<file path="config.mk">
export PLATFORM = sky130hd
export DESIGN_NAME = rpm_top
export DESIGN_NICKNAME = d
export VERILOG_FILES = /design/src/include/rpm_pkg.sv /design/src/hw/rpm_top.sv
export SDC_FILE = /design/constraint.sdc
export NUM_CORES = 1
export LEC_CHECK = 0
export BUFFER_PORTS_ARGS = -buffer_cell sky130_fd_sc_hd__clkbuf_2
export CORE_MARGIN = 10
export CORE_UTILIZATION = 35
export DETAILED_ROUTE_END_ITERATION = 8
export HOLD_SLACK_MARGIN = 0.12
export PLACE_DENSITY = 0.85
export SETUP_SLACK_MARGIN = 0.5
export SLEW_MARGIN = 20
export SYNTH_ARGS = -nofsm -noshare
export SYNTH_HDL_FRONTEND = slang
export SYNTH_SLANG_ARGS = --single-unit
</file>
<file path="constraint.sdc">
create_clock -name clk_i -period 2.57 [get_ports clk_i]
set_input_delay 0 -clock clk_i [delete_from_list [all_inputs] [get_ports clk_i]]
set_output_delay 0 -clock clk_i [all_outputs]
set_load 0.05 [all_outputs]
</file>
<file path="src/include/rpm_pkg.sv">
// package: register map, field layout, modes and carrier types of the regulator mode select
package rpm_pkg;

    // register byte offsets on the bus
    localparam logic [7:0] CTRL_OFS = 8'h00; // regulator_power_control
    localparam logic [7:0] STAT_OFS = 8'h04; // live regulator mode
    localparam int unsigned ADR_W = 8;

    // control register field layout
    localparam int unsigned SEL_BIT = 1; // sleep_regulator_select
    localparam int unsigned RSV_BIT = 0; // reserved, keep set
    localparam logic SEL_RST = 1'b0;
    localparam logic RSV_RST = 1'b1;

    // width of the bus data word and of the implemented register
    localparam int unsigned DAT_W = 32;
    localparam int unsigned REG_W = 8;

    // oscillator bias class of the running clock
    typedef enum logic [1:0] {
        BIAS_HIGH   = 2'h0, // external clock or 16 MHz internal oscillator
        BIAS_MEDIUM = 2'h1, // 1 to 8 MHz internal oscillator
        BIAS_LOW    = 2'h3  // 31 kHz to 500 kHz internal oscillator
    } rpm_bias_t;

    // internal_regulator power mode, gray along high-low-save
    typedef enum logic [1:0] {
        MODE_HIGH  = 2'h0,
        MODE_LOW   = 2'h1,
        MODE_SAVE  = 2'h3,
        MODE_TRACK = 2'h2
    } rpm_mode_t;

    // power and clock status from the rest of the system
    typedef struct packed {
        logic      sleep;         // core is asleep
        rpm_bias_t bias;          // bias class of the running clock
        logic      brownout_en;   // brownout_detect enabled
        logic      hfosc_active;  // high_freq_internal_osc serves a peripheral
        logic      periph_active; // some other peripheral is running
        logic      self_write;    // self-write in progress
        logic      adc_busy;      // conversion in progress
    } rpm_status_t;

    // classic wishbone request
    typedef struct packed {
        logic                 cyc;
        logic                 stb;
        logic                 we;
        logic [ADR_W-1:0]     adr;
        logic [DAT_W/8-1:0]   sel;
        logic [DAT_W-1:0]     dat;
    } rpm_wb_req_t;

    // whole state of the block
    typedef struct packed {
        logic             ack;      // bus acknowledge
        logic [REG_W-1:0] rdat;     // captured read data
        logic             ctl_sel;  // sleep_regulator_select
        logic             ctl_rsv;  // reserved bit
        rpm_mode_t        mode;     // selected regulator mode
        logic [2:0]       sync;     // supply-low synchroniser
        logic             sup_low;  // filtered supply-low level
    } rpm_state_t;

    localparam logic [2:0] SYNC_RST = 3'h0;

endpackage : rpm_pkg

</file>
<file path="src/hw/rpm_top.sv">
// regulator power mode select: control register, wishbone slave and mode decision
//
// The placing of the registers and the Wishbone interface to the registers were left to the implementer.
`timescale 1ns/10ps
`default_nettype none

module rpm_top (
    input  wire logic                        clk_i,
    input  wire logic                        rst_i,
    input  wire logic                        ce_i,
    input  wire logic                        cyc_i,
    input  wire logic                        stb_i,
    input  wire logic                        we_i,
    input  wire logic [rpm_pkg::ADR_W-1:0]   adr_i,
    input  wire logic [rpm_pkg::DAT_W/8-1:0] sel_i,
    input  wire logic [rpm_pkg::DAT_W-1:0]   dat_i,
    output logic      [rpm_pkg::DAT_W-1:0]   dat_o,
    output logic                             ack_o,
    input  wire rpm_pkg::rpm_status_t        status_i,
    input  wire logic                        supply_low_i,
    output rpm_pkg::rpm_mode_t               mode_o
);

    rpm_pkg::rpm_state_t  q;
    rpm_pkg::rpm_state_t  d;
    rpm_pkg::rpm_wb_req_t req;
    logic                 hit_ctl;
    logic                 hit_stat;
    logic                 take;
    logic                 force_low;

    // bundle the bus request
    assign req = '{cyc: cyc_i, stb: stb_i, we: we_i, adr: adr_i, sel: sel_i, dat: dat_i};

    // address decode and acceptance of a new request
    assign hit_ctl  = (req.adr == rpm_pkg::CTRL_OFS);
    assign hit_stat = (req.adr == rpm_pkg::STAT_OFS);
    assign take     = req.cyc && req.stb && !q.ack;

    // activity that keeps the regulator out of power-save
    assign force_low = status_i.brownout_en || status_i.hfosc_active
                    || status_i.self_write || status_i.adc_busy;

    // next state
    always_comb
    begin
        d = q;
        // bus answers one cycle after the request, drops the next
        d.ack = take;
        if (take)
        begin
            d.rdat = '0; // unmapped and unimplemented bits read zero
            if (hit_ctl)
            begin
                d.rdat[rpm_pkg::SEL_BIT] = q.ctl_sel;
                d.rdat[rpm_pkg::RSV_BIT] = q.ctl_rsv;
            end
            else if (hit_stat)
            begin
                d.rdat = (rpm_pkg::REG_W)'(q.mode);
            end
            // only lane 0 holds the register; bits 7 to 2 ignore writes
            if (req.we && hit_ctl && req.sel[0])
            begin
                d.ctl_sel = req.dat[rpm_pkg::SEL_BIT];
                d.ctl_rsv = req.dat[rpm_pkg::RSV_BIT];
            end
        end
        // supply-low comparator crosses in by three flops
        d.sync = {q.sync[1:0], supply_low_i};
        if (q.sync[1] == q.sync[2])
        begin
            d.sup_low = q.sync[2];
        end
        // mode decision, re-evaluated every cycle
        if (q.sup_low)
        begin
            d.mode = rpm_pkg::MODE_TRACK;
        end
        else if (!status_i.sleep)
        begin
            if (status_i.bias == rpm_pkg::BIAS_LOW)
            begin
                d.mode = rpm_pkg::MODE_LOW;
            end
            else
            begin
                d.mode = rpm_pkg::MODE_HIGH;
            end
        end
        else if (!q.ctl_sel)
        begin
            d.mode = rpm_pkg::MODE_LOW;
        end
        else if (force_low || status_i.periph_active)
        begin
            d.mode = rpm_pkg::MODE_LOW;
        end
        else
        begin
            d.mode = rpm_pkg::MODE_SAVE;
        end
    end

    // state register, frozen while the clock enable is low unless reset is high
    always_ff @(posedge clk_i)
    begin
        if (rst_i)
        begin
            q.ack     <= 1'b0;
            q.rdat    <= '0;
            q.ctl_sel <= rpm_pkg::SEL_RST;
            q.ctl_rsv <= rpm_pkg::RSV_RST;
            q.mode    <= rpm_pkg::MODE_HIGH;
            q.sync    <= rpm_pkg::SYNC_RST;
            q.sup_low <= 1'b0;
        end
        else if (ce_i)
        begin
            q <= d;
        end
    end

    // outputs straight from the state register
    assign ack_o  = q.ack;
    assign dat_o  = {{(rpm_pkg::DAT_W-rpm_pkg::REG_W){1'b0}}, q.rdat};
    assign mode_o = q.mode;

    // checks on the mode decision
    a_awake_high: assert property (@(posedge clk_i) disable iff (rst_i)
        ce_i && !q.sup_low && !status_i.sleep && status_i.bias != rpm_pkg::BIAS_LOW
        |=> mode_o == rpm_pkg::MODE_HIGH)
        else $error("awake fast clock did not give high mode");

    a_awake_low: assert property (@(posedge clk_i) disable iff (rst_i)
        ce_i && !q.sup_low && !status_i.sleep && status_i.bias == rpm_pkg::BIAS_LOW
        |=> mode_o == rpm_pkg::MODE_LOW)
        else $error("awake slow clock did not give low mode");

    a_sleep_low: assert property (@(posedge clk_i) disable iff (rst_i)
        ce_i && !q.sup_low && status_i.sleep && !q.ctl_sel
        |=> mode_o == rpm_pkg::MODE_LOW)
        else $error("sleep with select clear did not give low mode");

    a_sleep_save: assert property (@(posedge clk_i) disable iff (rst_i)
        ce_i && !q.sup_low && status_i.sleep && q.ctl_sel && !force_low
        && !status_i.periph_active
        |=> mode_o == rpm_pkg::MODE_SAVE)
        else $error("quiet sleep did not give power-save mode");

    a_save_override: assert property (@(posedge clk_i) disable iff (rst_i)
        ce_i && !q.sup_low && status_i.sleep
        && (status_i.brownout_en || status_i.hfosc_active
            || status_i.self_write || status_i.adc_busy)
        |=> mode_o == rpm_pkg::MODE_LOW)
        else $error("active condition did not force low mode");

    a_track_entry: assert property (@(posedge clk_i) disable iff (rst_i)
        ce_i && supply_low_i ##1 (ce_i && supply_low_i) [*3] ##1 ce_i
        |=> mode_o == rpm_pkg::MODE_TRACK)
        else $error("held supply-low did not reach tracking mode");

    // checks on the register, the frozen mode and the acknowledge pulse
    a_unimpl_zero: assert property (@(posedge clk_i) disable iff (rst_i)
        ack_o |-> dat_o[rpm_pkg::DAT_W-1:rpm_pkg::SEL_BIT+1] == '0)
        else $error("unimplemented bits read nonzero");

    a_reset_vals: assert property (@(posedge clk_i) disable iff (1'b0)
        rst_i |=> q.ctl_sel == rpm_pkg::SEL_RST && q.ctl_rsv == rpm_pkg::RSV_RST)
        else $error("control register reset value wrong");

    a_ctl_write: assert property (@(posedge clk_i) disable iff (rst_i)
        ce_i && take && req.we && hit_ctl && req.sel[0]
        |=> q.ctl_sel == $past(dat_i[rpm_pkg::SEL_BIT])
            && q.ctl_rsv == $past(dat_i[rpm_pkg::RSV_BIT]))
        else $error("control write not stored");

    a_mode_frozen: assert property (@(posedge clk_i) disable iff (rst_i)
        !ce_i |=> $stable(mode_o))
        else $error("mode changed while clock enable low");

    a_ack_pulse: assert property (@(posedge clk_i) disable iff (rst_i)
        ack_o && ce_i |=> !ack_o)
        else $error("acknowledge held for two cycles");

    // checks on the bus handshake, the read data, the reset outputs and the frozen state
    a_ack_answer: assert property (@(posedge clk_i) disable iff (rst_i)
        ce_i && cyc_i && stb_i && !ack_o
        |=> ack_o)
        else $error("accepted request was not acknowledged");

    a_ack_needs_req: assert property (@(posedge clk_i) disable iff (rst_i)
        ce_i && !(cyc_i && stb_i)
        |=> !ack_o)
        else $error("acknowledge without a request");

    a_dat_steady: assert property (@(posedge clk_i) disable iff (rst_i)
        ce_i && !take
        |=> $stable(dat_o))
        else $error("read data moved without an access");

    a_unmapped_read: assert property (@(posedge clk_i) disable iff (rst_i)
        ce_i && take && !hit_ctl && !hit_stat
        |=> dat_o == '0)
        else $error("unmapped read returned nonzero data");

    a_reset_outputs: assert property (@(posedge clk_i) disable iff (1'b0)
        rst_i
        |=> !ack_o && dat_o == '0 && mode_o == rpm_pkg::MODE_HIGH)
        else $error("outputs not at reset values after reset");

    a_state_frozen: assert property (@(posedge clk_i) disable iff (rst_i)
        !ce_i
        |=> $stable(q))
        else $error("state changed while clock enable low");

    // further checks on the register
    a_ctl_read: assert property (@(posedge clk_i) disable iff (rst_i)
        ce_i && take && hit_ctl
        |=> dat_o[rpm_pkg::SEL_BIT] == $past(q.ctl_sel)
            && dat_o[rpm_pkg::RSV_BIT] == $past(q.ctl_rsv))
        else $error("control read did not return the stored bits");

    a_stat_read: assert property (@(posedge clk_i) disable iff (rst_i)
        ce_i && take && hit_stat
        |=> dat_o == (rpm_pkg::DAT_W)'($past(mode_o)))
        else $error("status read did not return the live mode");

    a_write_masked: assert property (@(posedge clk_i) disable iff (rst_i)
        ce_i && take && req.we && !(hit_ctl && req.sel[0])
        |=> $stable(q.ctl_sel) && $stable(q.ctl_rsv))
        else $error("ignored write changed the control register");

    a_ctl_hold: assert property (@(posedge clk_i) disable iff (rst_i)
        ce_i && !take
        |=> $stable(q.ctl_sel) && $stable(q.ctl_rsv))
        else $error("control register changed without a write");

    // checks on the supply-low path
    a_sync_shift: assert property (@(posedge clk_i) disable iff (rst_i)
        ce_i
        |=> q.sync == {$past(q.sync[1:0]), $past(supply_low_i)})
        else $error("supply-low synchroniser did not shift");

    a_filter_agree: assert property (@(posedge clk_i) disable iff (rst_i)
        ce_i && q.sync[1] == q.sync[2]
        |=> q.sup_low == $past(q.sync[2]))
        else $error("agreeing samples did not update the filter");

    a_filter_hold: assert property (@(posedge clk_i) disable iff (rst_i)
        ce_i && q.sync[1] != q.sync[2]
        |=> $stable(q.sup_low))
        else $error("disagreeing samples moved the filter");

    a_track_follows: assert property (@(posedge clk_i) disable iff (rst_i)
        ce_i && q.sup_low
        |=> mode_o == rpm_pkg::MODE_TRACK)
        else $error("filtered supply-low did not give tracking mode");

    a_track_only_low: assert property (@(posedge clk_i) disable iff (rst_i)
        ce_i && !q.sup_low
        |=> mode_o != rpm_pkg::MODE_TRACK)
        else $error("tracking mode without supply-low");

    a_track_exit: assert property (@(posedge clk_i) disable iff (rst_i)
        ce_i && !supply_low_i ##1 (ce_i && !supply_low_i) [*3] ##1 ce_i
        |=> mode_o != rpm_pkg::MODE_TRACK)
        else $error("restored supply did not leave tracking mode");

    // further checks on the mode decision
    a_wake_no_save: assert property (@(posedge clk_i) disable iff (rst_i)
        ce_i && !status_i.sleep
        |=> mode_o != rpm_pkg::MODE_SAVE)
        else $error("power-save mode while awake");

    a_medium_high: assert property (@(posedge clk_i) disable iff (rst_i)
        ce_i && !q.sup_low && !status_i.sleep && status_i.bias == rpm_pkg::BIAS_MEDIUM
        |=> mode_o == rpm_pkg::MODE_HIGH)
        else $error("medium bias did not give high mode");

    a_sleep_no_high: assert property (@(posedge clk_i) disable iff (rst_i)
        ce_i && status_i.sleep
        |=> mode_o != rpm_pkg::MODE_HIGH)
        else $error("high mode while asleep");

    a_periph_low: assert property (@(posedge clk_i) disable iff (rst_i)
        ce_i && !q.sup_low && status_i.sleep && status_i.periph_active
        |=> mode_o == rpm_pkg::MODE_LOW)
        else $error("active peripheral did not keep low mode in sleep");

    a_save_needs_sel: assert property (@(posedge clk_i) disable iff (rst_i)
        ce_i && !q.ctl_sel
        |=> mode_o != rpm_pkg::MODE_SAVE)
        else $error("power-save mode with select clear");

endmodule : rpm_top

`default_nettype wire

</file>
# After elaboration in Yosys (flattened, before gate mapping)
# Cells that the tools add are included.
# Widths: inputs -> output; s select.
[word_totals] ff_bits=17 latchBits=0 ram_bits=0 rom_bits=0 input_bits=59 output_inout_bits=35 elab_cells=31 memories=0
[classes] n_addsub=0 mul=0 div=0 n_lt_le_gt_ge=0 eq_ne=3 shift=0 mux=8 bitwise=0 n_reduce_logical=13
[ops] operator="$mux 2" n=6
[ops] operator="$eq 8x3->1 const B" n=1
[ops] operator="$logic_not 8->1" n=1
[ops] operator="$mux 6" n=1
[ops] operator="$logic_and 1x1->1" n=4
[ops] operator="$logic_or 1x1->1" n=4
[ops] operator="$reduce_and 2->1" n=2
[ops] operator="$reduce_and 3->1" n=1
[ops] operator="$eq 2x2->1 const B" n=1
[ops] operator="$eq 1x1->1" n=1
[ops] operator="$logic_not 1->1" n=1
[ops] operator="$mux 1" n=1

# Logic depth before layout (Yosys ltp)
# Gate-level depths: netlist (run 1).
[depth] ltp_word=8 depth_mapped=4 depth_no_buf=3

# Least setup slack after synthesis (run 1)
# No wires, ideal clock.
[synth_timing] kind="register to register" start="reg q (netlist bit ack_o)" end="reg q[6] in the netlist's numbering" setup_ps=119 t_arrival_ps=1145 required_ps=2451 slack_ps=1306 path_stages_with_launch=4 n_path_buf=0 synth_period_minus_slack_ps=1264 cell_sequence="dfxtp_1 and4b_4 nand4_4 mux2i_1"
[synth_via] elab_chain_cells=3
[synth_rtl] item="start: declaration" line_no="rpm_top.sv:24" rtl="rpm_pkg::rpm_state_t q;"
[synth_rtl] item="$logic_not 1->1" line_no="rpm_top.sv:38" rtl="assign take = req.cyc && req.stb && !q.ack;"
[synth_rtl] item="$logic_and 1x1->1" line_no="rpm_top.sv:38"
[synth_rtl] item="$reduce_and 3->1 (no source line)"
# Every way passes these cells.
# A chain may end at the register's enable or synchronous reset.

# Worst setup path in the final report (run 1)
[layout_timing] start="in ce_i" end="reg q[6] in the netlist's numbering"
[layout_via] elab_chain_cells=1
[layout_rtl] item="start: declaration" line_no="rpm_top.sv:10" rtl="input wire logic ce_i,"
[layout_rtl] item="$reduce_and 3->1 (no source line)"
# Every way passes these cells.

==> results_dict.tcl, run 1 <==
set metrics [dict create \
    status "finished, final reports clean" \
    initial_utilization_pct 36.2 \
    syn_area_um2 792 \
    ir_drop_v 0.000244 \
    yosys.area.top_type "buf_4" \
    grt_max_degree 14 \
    clkSinkCount 11 \
    endpoint_kind "register" \
    synthFlopType "dfxtp_1" \
    drc 0 \
    antenna_found_initial 0 \
    port-buffer-count 30 \
    clockRootBuffer "clkbuf_4" \
    grt_pass1_vias 610 \
    min_period_ns 1.69 \
    synth_common_cells "34 x buf_4, 11 x dfxtp_1, 8 x nor2_1" \
    nFillCells 230 \
    synthDistinctLibCells 25 \
    min_path_type "input pin to register" \
    htreeDepth 1 \
    seqCellArea_um2 220 \
    yosysSeqAreaShare_pct 27.8 \
    cts.path.max_buffers 2 \
    reg2reg_from "ack_o$_SDFFE_PP0P_" \
    routed_wl_mm 1.86 \
    drt.antenna.violating_nets 0 \
    die_x_um 67.6 \
    cellPowerDensity_nw_per_um2 470 \
    track_usage_pct 7.24 \
    ys_seq_elements 11 \
    die_area_um2 4570 \
    rsz0062_at_grt "false" \
    slew_violations 0 \
    placed_area_um2 816 \
    first_pass_iters 4 \
    ioPinCount 94 \
    multi_input_comb_area_um2 407 \
    gp_congestion 0.692 \
    static-leakage-power_nw 0.514 \
    antenna_cells 0 \
    layout.nets 190 \
    hold_viol_final 0 \
    cp.required_ns 2.73 \
    overflow 0 \
    fp.coreArea_um2 2190 \
    fin_setup_tns_ns 0 \
    setup_viol 0 \
    period_share_pct 65.7 \
    vias 628 \
    synth_edf_count 0 \
    crit_path_max_fanout 8 \
    ys_async_sr_fraction_pct 0 \
    synth_warnings 0 \
    max_freq_mhz 592 \
    postLayoutCellArea_um2 975 \
    die_h_um 67.6 \
    synthCells 90 \
    cts_made_buffers 3 \
    max_cap_violations 0 \
    hpwl_mm 1.58 \
    worstSetupPathType "input pin to register" \
    clk_pin_slew_worst_paths_ns 0.07 \
    syn_avg_cell_area_um2 8.80 \
    viasPerCell 3.97 \
    skew_ns 0.000804 \
    tritoncts "done" \
    crit_arrival_ns 1.84 \
    syn_to_final_growth_pct 23.1 \
    grt_pass1_wl_mm 2.58 \
    rows 17 \
    drive_above_1_share_pct 30.8 \
    start_kind "input pin" \
    synth.top_cell.area_share_pct 32.2 \
    wl_per_cell_um 11.8 \
    cp-startpoint "ce_i" \
    min_from "status_i[3]" \
    fin_util_pct 44.5 \
    synthTopCellsByArea "buf_4 32%, dfxtp_1 28%, mux2i_1 5.1%, a21oi_1 4.4%, nor2_1 3.8%" \
    synth.most_common_cell "buf_4" \
    clk-insertion-delay-late_ns 0.26 \
    drt-initial-drc-count 27 \
]
layout make-up:
| class | count | share of cell area (%) |
|---|---|---|
| Multi-Input combinational cell | 71 | 41.7 |
| Timing Repair Buffer | 43 | 29.0 |
| Sequential cell | 11 | 22.6 |
| Tap cell | 28 | 3.59 |
| Clock buffer | 4 | 2.70 |
| Inverter | 1 | 0.385 |
cells by family (layout without fill, tap and decap cells):
| logic type | count (synthesis) | after routing | share of synthesized area [%] |
|---|---|---|---|
| other | 1 | 30 | 0.473 |
| AOI/OAI and AO/OA | 11 | 11 | 7.43 |
| and+or+nand+nor | 24 | 24 | 21.8 |
| buffers and inverters | 37 | 48 | 34.6 |
| muxes | 6 | 6 | 7.90 |
| DFF | 11 | 11 | 27.8 |
worst paths after layout:
kind                            slack [ns]                      to  depth (start not counted)
worst max-delay path                  0.88       q[6]$_SDFFE_PP1P_                          6
worst min-delay path                  0.12  mode_o[1]$_SDFFE_PP0P_                          4
worst max register to register        0.96       q[6]$_SDFFE_PP1P_                          4
worst min register to register        0.47   dat_o[0]$_SDFFE_PP0P_                          2
metrics by stage:
| step | setup slack (ns) | std cells | power, mW | hold slack, ns |
|---|---|---|---|---|
| after global placement | 1.52 | 141 | 0.330 | 0.243 |
| after detailed placement | 1.51 | 141 | 0.331 | 0.256 |
| after floorplan | 1.31 | 119 | 0.344 | 0.147 |
| final | 0.882 | 158 | 0.458 | 0.121 |
| after global routing | 0.776 | 158 | 0.478 | 0.172 |
| after CTS | 0.561 | 158 | 0.461 | 0.122 |
critical path, cell delays in order:
cell,delay [ns]
dlygate4sd3_1,0.53
clkbuf_2,0.21
and4b_4,0.30
nand4_4,0.12
mux2i_1,0.14
dlygate4sd3_1,0.55
power breakdown:
part           total, mW  switching, mW  internal (mW)
combinational      0.163          0.129         0.0339
sequential         0.177        0.00276          0.174
clock              0.118         0.0584         0.0600
total              0.458          0.190          0.268
timing repair:
item / CTS / global route
resized for setup: 0 / 1
setup buffers: 0 / 0
endpoints found under the hold margin: 11 / 0
hold buffers: 13 / 0
setup endpoints to repair: 0 / 2
registers in the layout, summed over array words and instances, names as in the netlist:
signal and count:
ack_o 1, d 2, dat_o 2, mode_o 2, q 4
cells in the final DEF, fill, tap and decap left out, drive strengths merged, types with 2 or more instances in the layout:
master,count
dfxtp,11
a21oi,7
clkbuf,34
nand4,3
mux2,2
mux2i,4
conb,30
nand2,3
nor2,8
o21ai,2
dlygate4sd3,12
nand2b,2
routing by layer:
layer	up-vias	GRT usage, %	share of wire, %
met3	0	3.31	15
met2	33	11.9	49
li1	321	-	-
met4	0	3.08	0
met5	-	0	0
met1	274	7.91	36
No activity file was read; power rests on OpenSTA's default activity.
==> inputs of run 2 (changes only) <==
--- a/config.mk
+++ b/config.mk
@@ -5,12 +5,13 @@
 export SDC_FILE = /design/constraint.sdc
 export NUM_CORES = 1
 export LEC_CHECK = 0
+export ABC_AREA = 1
 export BUFFER_PORTS_ARGS = -buffer_cell sky130_fd_sc_hd__clkbuf_2
 export CORE_MARGIN = 10
-export CORE_UTILIZATION = 35
+export CORE_UTILIZATION = 29
 export DETAILED_ROUTE_END_ITERATION = 8
 export HOLD_SLACK_MARGIN = 0.12
-export PLACE_DENSITY = 0.85
+export PLACE_DENSITY = 0.75
 export SETUP_SLACK_MARGIN = 0.5
 export SLEW_MARGIN = 20
 export SYNTH_ARGS = -nofsm -noshare
==> constraint.sdc (replaced) <==
create_clock -name clk_i -period 1.5 [get_ports clk_i]
set_input_delay 0 -clock clk_i [delete_from_list [all_inputs] [get_ports clk_i]]
set_output_delay 0 -clock clk_i [all_outputs]
set_load 0.05 [all_outputs]
==> run 2 against run 1 <==
Design area rose by 9.0%. Register-to-register slack worse by 0.43 ns. Power increased by 82%. Synthesized cell count rose by 31%. Combinational power is 96% higher. Clock-buffer cell count unchanged. Worst hold slack lost 0.00091 ns. Critical endpoint unchanged. Largest power group is now combinational cells.
==> results_dict.tcl, run 2 <==
set metrics [dict create \
    drt.antenna.violating_nets 0 \
    ir_drop_v 0.000713 \
    top_register "q" \
    max_freq_mhz 1020 \
    drt-initial-drc-count 15 \
    wl_per_cell_um 11.3 \
    skew_ns 0.000485 \
    clk_pin_slew_worst_paths_ns 0.07 \
    tritoncts "done" \
    setup_viol 0 \
    overflow 0 \
    syn_to_final_growth_pct 33.7 \
    initial_utilization_pct 31.2 \
    yosysSeqAreaShare_pct 27.7 \
    largest_reg_flops 4 \
    nFillCells 278 \
    routed_wl_mm 2.20 \
    setup_slack_ns 0.518 \
    antenna_cells 0 \
    fp.coreArea_um2 2540 \
    hpwl_mm 1.70 \
    port-buffer-count 30 \
    dp_slack_ns 0.524 \
    period_share_pct 65.5 \
    cp.required_ns 1.65 \
    first_pass_iters 4 \
    fin_setup_tns_ns 0 \
    synth.top_cell.area_share_pct 32.1 \
    min_path_type "input pin to register" \
    endpoint_kind "register" \
    layout.nets 225 \
    antenna_found_initial 0 \
    cts_made_buffers 3 \
    worstSetupPathType "input pin to register" \
    ys_async_sr_fraction_pct 0 \
    final_cells 195 \
    vias 767 \
    rsz0062_at_grt "true" \
    die_x_um 72.3 \
    synth.most_common_cell "buf_4" \
    min_period_ns 0.982 \
    drive_above_1_share_pct 24.8 \
    syn_area_um2 795 \
    clockRootBuffer "clkbuf_4" \
    syn_avg_cell_area_um2 6.73 \
    synth_edf_count 0 \
    die_h_um 72.3 \
    yosys.area.top_type "buf_4" \
    final_cell_mix "30 x conb_1, 30 x clkbuf_2, 18 x nand2_1, 18 x nor2_1, 17 x dlygate4sd3_1" \
    drc 0 \
    viasPerCell 3.93 \
    synthTopCellsByArea "buf_4 32%, dfxtp_1 28%, nand2_1 8.5%, nor2_1 8.5%, inv_1 6.1%" \
    synth_common_cells "34 x buf_4, 18 x nand2_1, 18 x nor2_1" \
    grt_pass1_vias 787 \
    start_kind "input pin" \
    clk-insertion-delay-late_ns 0.26 \
    ioPinCount 94 \
    slew_violations 0 \
    cts.path.max_buffers 2 \
    htreeDepth 1 \
    grt_max_degree 8 \
    static-leakage-power_nw 0.570 \
    synth_warnings 0 \
    synthDistinctLibCells 14 \
    die_area_um2 5230 \
    track_usage_pct 7.94 \
    crit_path_max_fanout 4 \
    rows 18 \
    hold_viol_final 0 \
    cellPowerDensity_nw_per_um2 785 \
    ys_seq_elements 11 \
    crit_arrival_ns 1.13 \
    grt_pass1_wl_mm 3.43 \
    synthCells 118 \
    dp.cells 173 \
    max_cap_violations 0 \
    synthFlopType "dfxtp_1" \
    clkSinkCount 11 \
    gp_congestion 0.752 \
    status "finished, final reports clean" \
]
==> run 2: cell count changes after synthesis, moves of 2 or more <==
cell,previous run,this run
nor2_1,8,18
inv_1,1,13
nand2_1,3,18
a21oi_1,7,5
o21ai_0,2,6
nand2b_1,2,0
nand3_1,0,7
mux2i_1,4,0
mux2_2,2,0
==> run 2: where the power goes <==
| group | internal, mW | leakage, nW | total, mW | switching (mW) |
|---|---|---|---|---|
| Combinational | 0.0748 | 0.464 | 0.320 | 0.245 |
| Sequential | 0.303 | 0.0908 | 0.311 | 0.00829 |
| Clock | 0.103 | 0.0150 | 0.203 | 0.100 |
| Total | 0.481 | 0.570 | 0.834 | 0.354 |
==> run 2: layout make-up <==
| type | count | area [um2] | share of cell area (%) |
|---|---|---|---|
| tap | 30 | 37.5 | 3.53 |
| multi-input combinational | 89 | 398 | 37.5 |
| sequential | 11 | 224 | 21.1 |
| inverter | 13 | 48.8 | 4.59 |
| clock buffer | 4 | 26.3 | 2.47 |
| timing repair buffer | 48 | 328 | 30.9 |
==> run 2: through the flow <==
| stage | power [mW] | utilization, % | area (um2) | hold WS, ns |
|---|---|---|---|---|
| after floorplan | 0.609 | - | 907 | 0.0594 |
| after global placement | 0.589 | 33.0 | 840 | 0.225 |
| after detailed placement | 0.592 | 33.0 | 840 | 0.236 |
| after CTS | 0.830 | 40.3 | 1030 | 0.0403 |
| after global routing | 0.885 | 41.7 | 1060 | 0.136 |
| final | 0.834 | 41.7 | 1060 | 0.120 |
==> run 2: repair_timing <==
item / CTS / global route
endpoints found under the setup margin: 0 / 4
hold buffers: 16 / 1
hold endpoints to repair: 11 / 1
resized for setup: 0 / 5
setup buffers: 0 / 1
==> run 2: logic make-up (layout without fill, tap and decap cells) <==
logic type	count (synthesis)	in the layout	share of synthesized area [%]
simple gates	48	48	26.6
buf+inv	47	65	38.3
compound gates	11	11	6.93
flops	11	11	27.7
other cells	1	30	0.472
==> run 2: path summary, 6_finish.rpt <==
check / from / end / slack, ns / cells past startpoint
worst max-delay path: cyc_i / q[6]$_SDFFE_PP1P_ / 0.52 / 7
worst min-delay path: ce_i / d[3]$_SDFFE_PP0P_ / 0.12 / 3
worst max register to register: ack_o$_SDFFE_PP0P_ / q[6]$_SDFFE_PP1P_ / 0.53 / 6
worst min register to register: q[3]$_SDFFE_PP0P_ / q[0]$_SDFFE_PP0P_ / 0.46 / 2
==> run 2: worst max-delay path: stages <==
cell           delay [ns]
dlygate4sd3_1        0.52
clkbuf_2             0.14
nand4_4              0.14
nor2_4               0.17
nand2_1              0.06
nand2_1              0.05
nand3_1              0.05
==> run 2: metal layers <==
| metal | wire length (um) | vias to the layer above | GRT usage, % |
|---|---|---|---|
| met3 | 265 | 0 | 5.58 |
| met4 | 0 | 0 | 1.29 |
| met2 | 1210 | 33 | 15.0 |
| met5 | 0 | - | 0 |
| met1 | 732 | 337 | 6.70 |
| li1 | - | 397 | - |
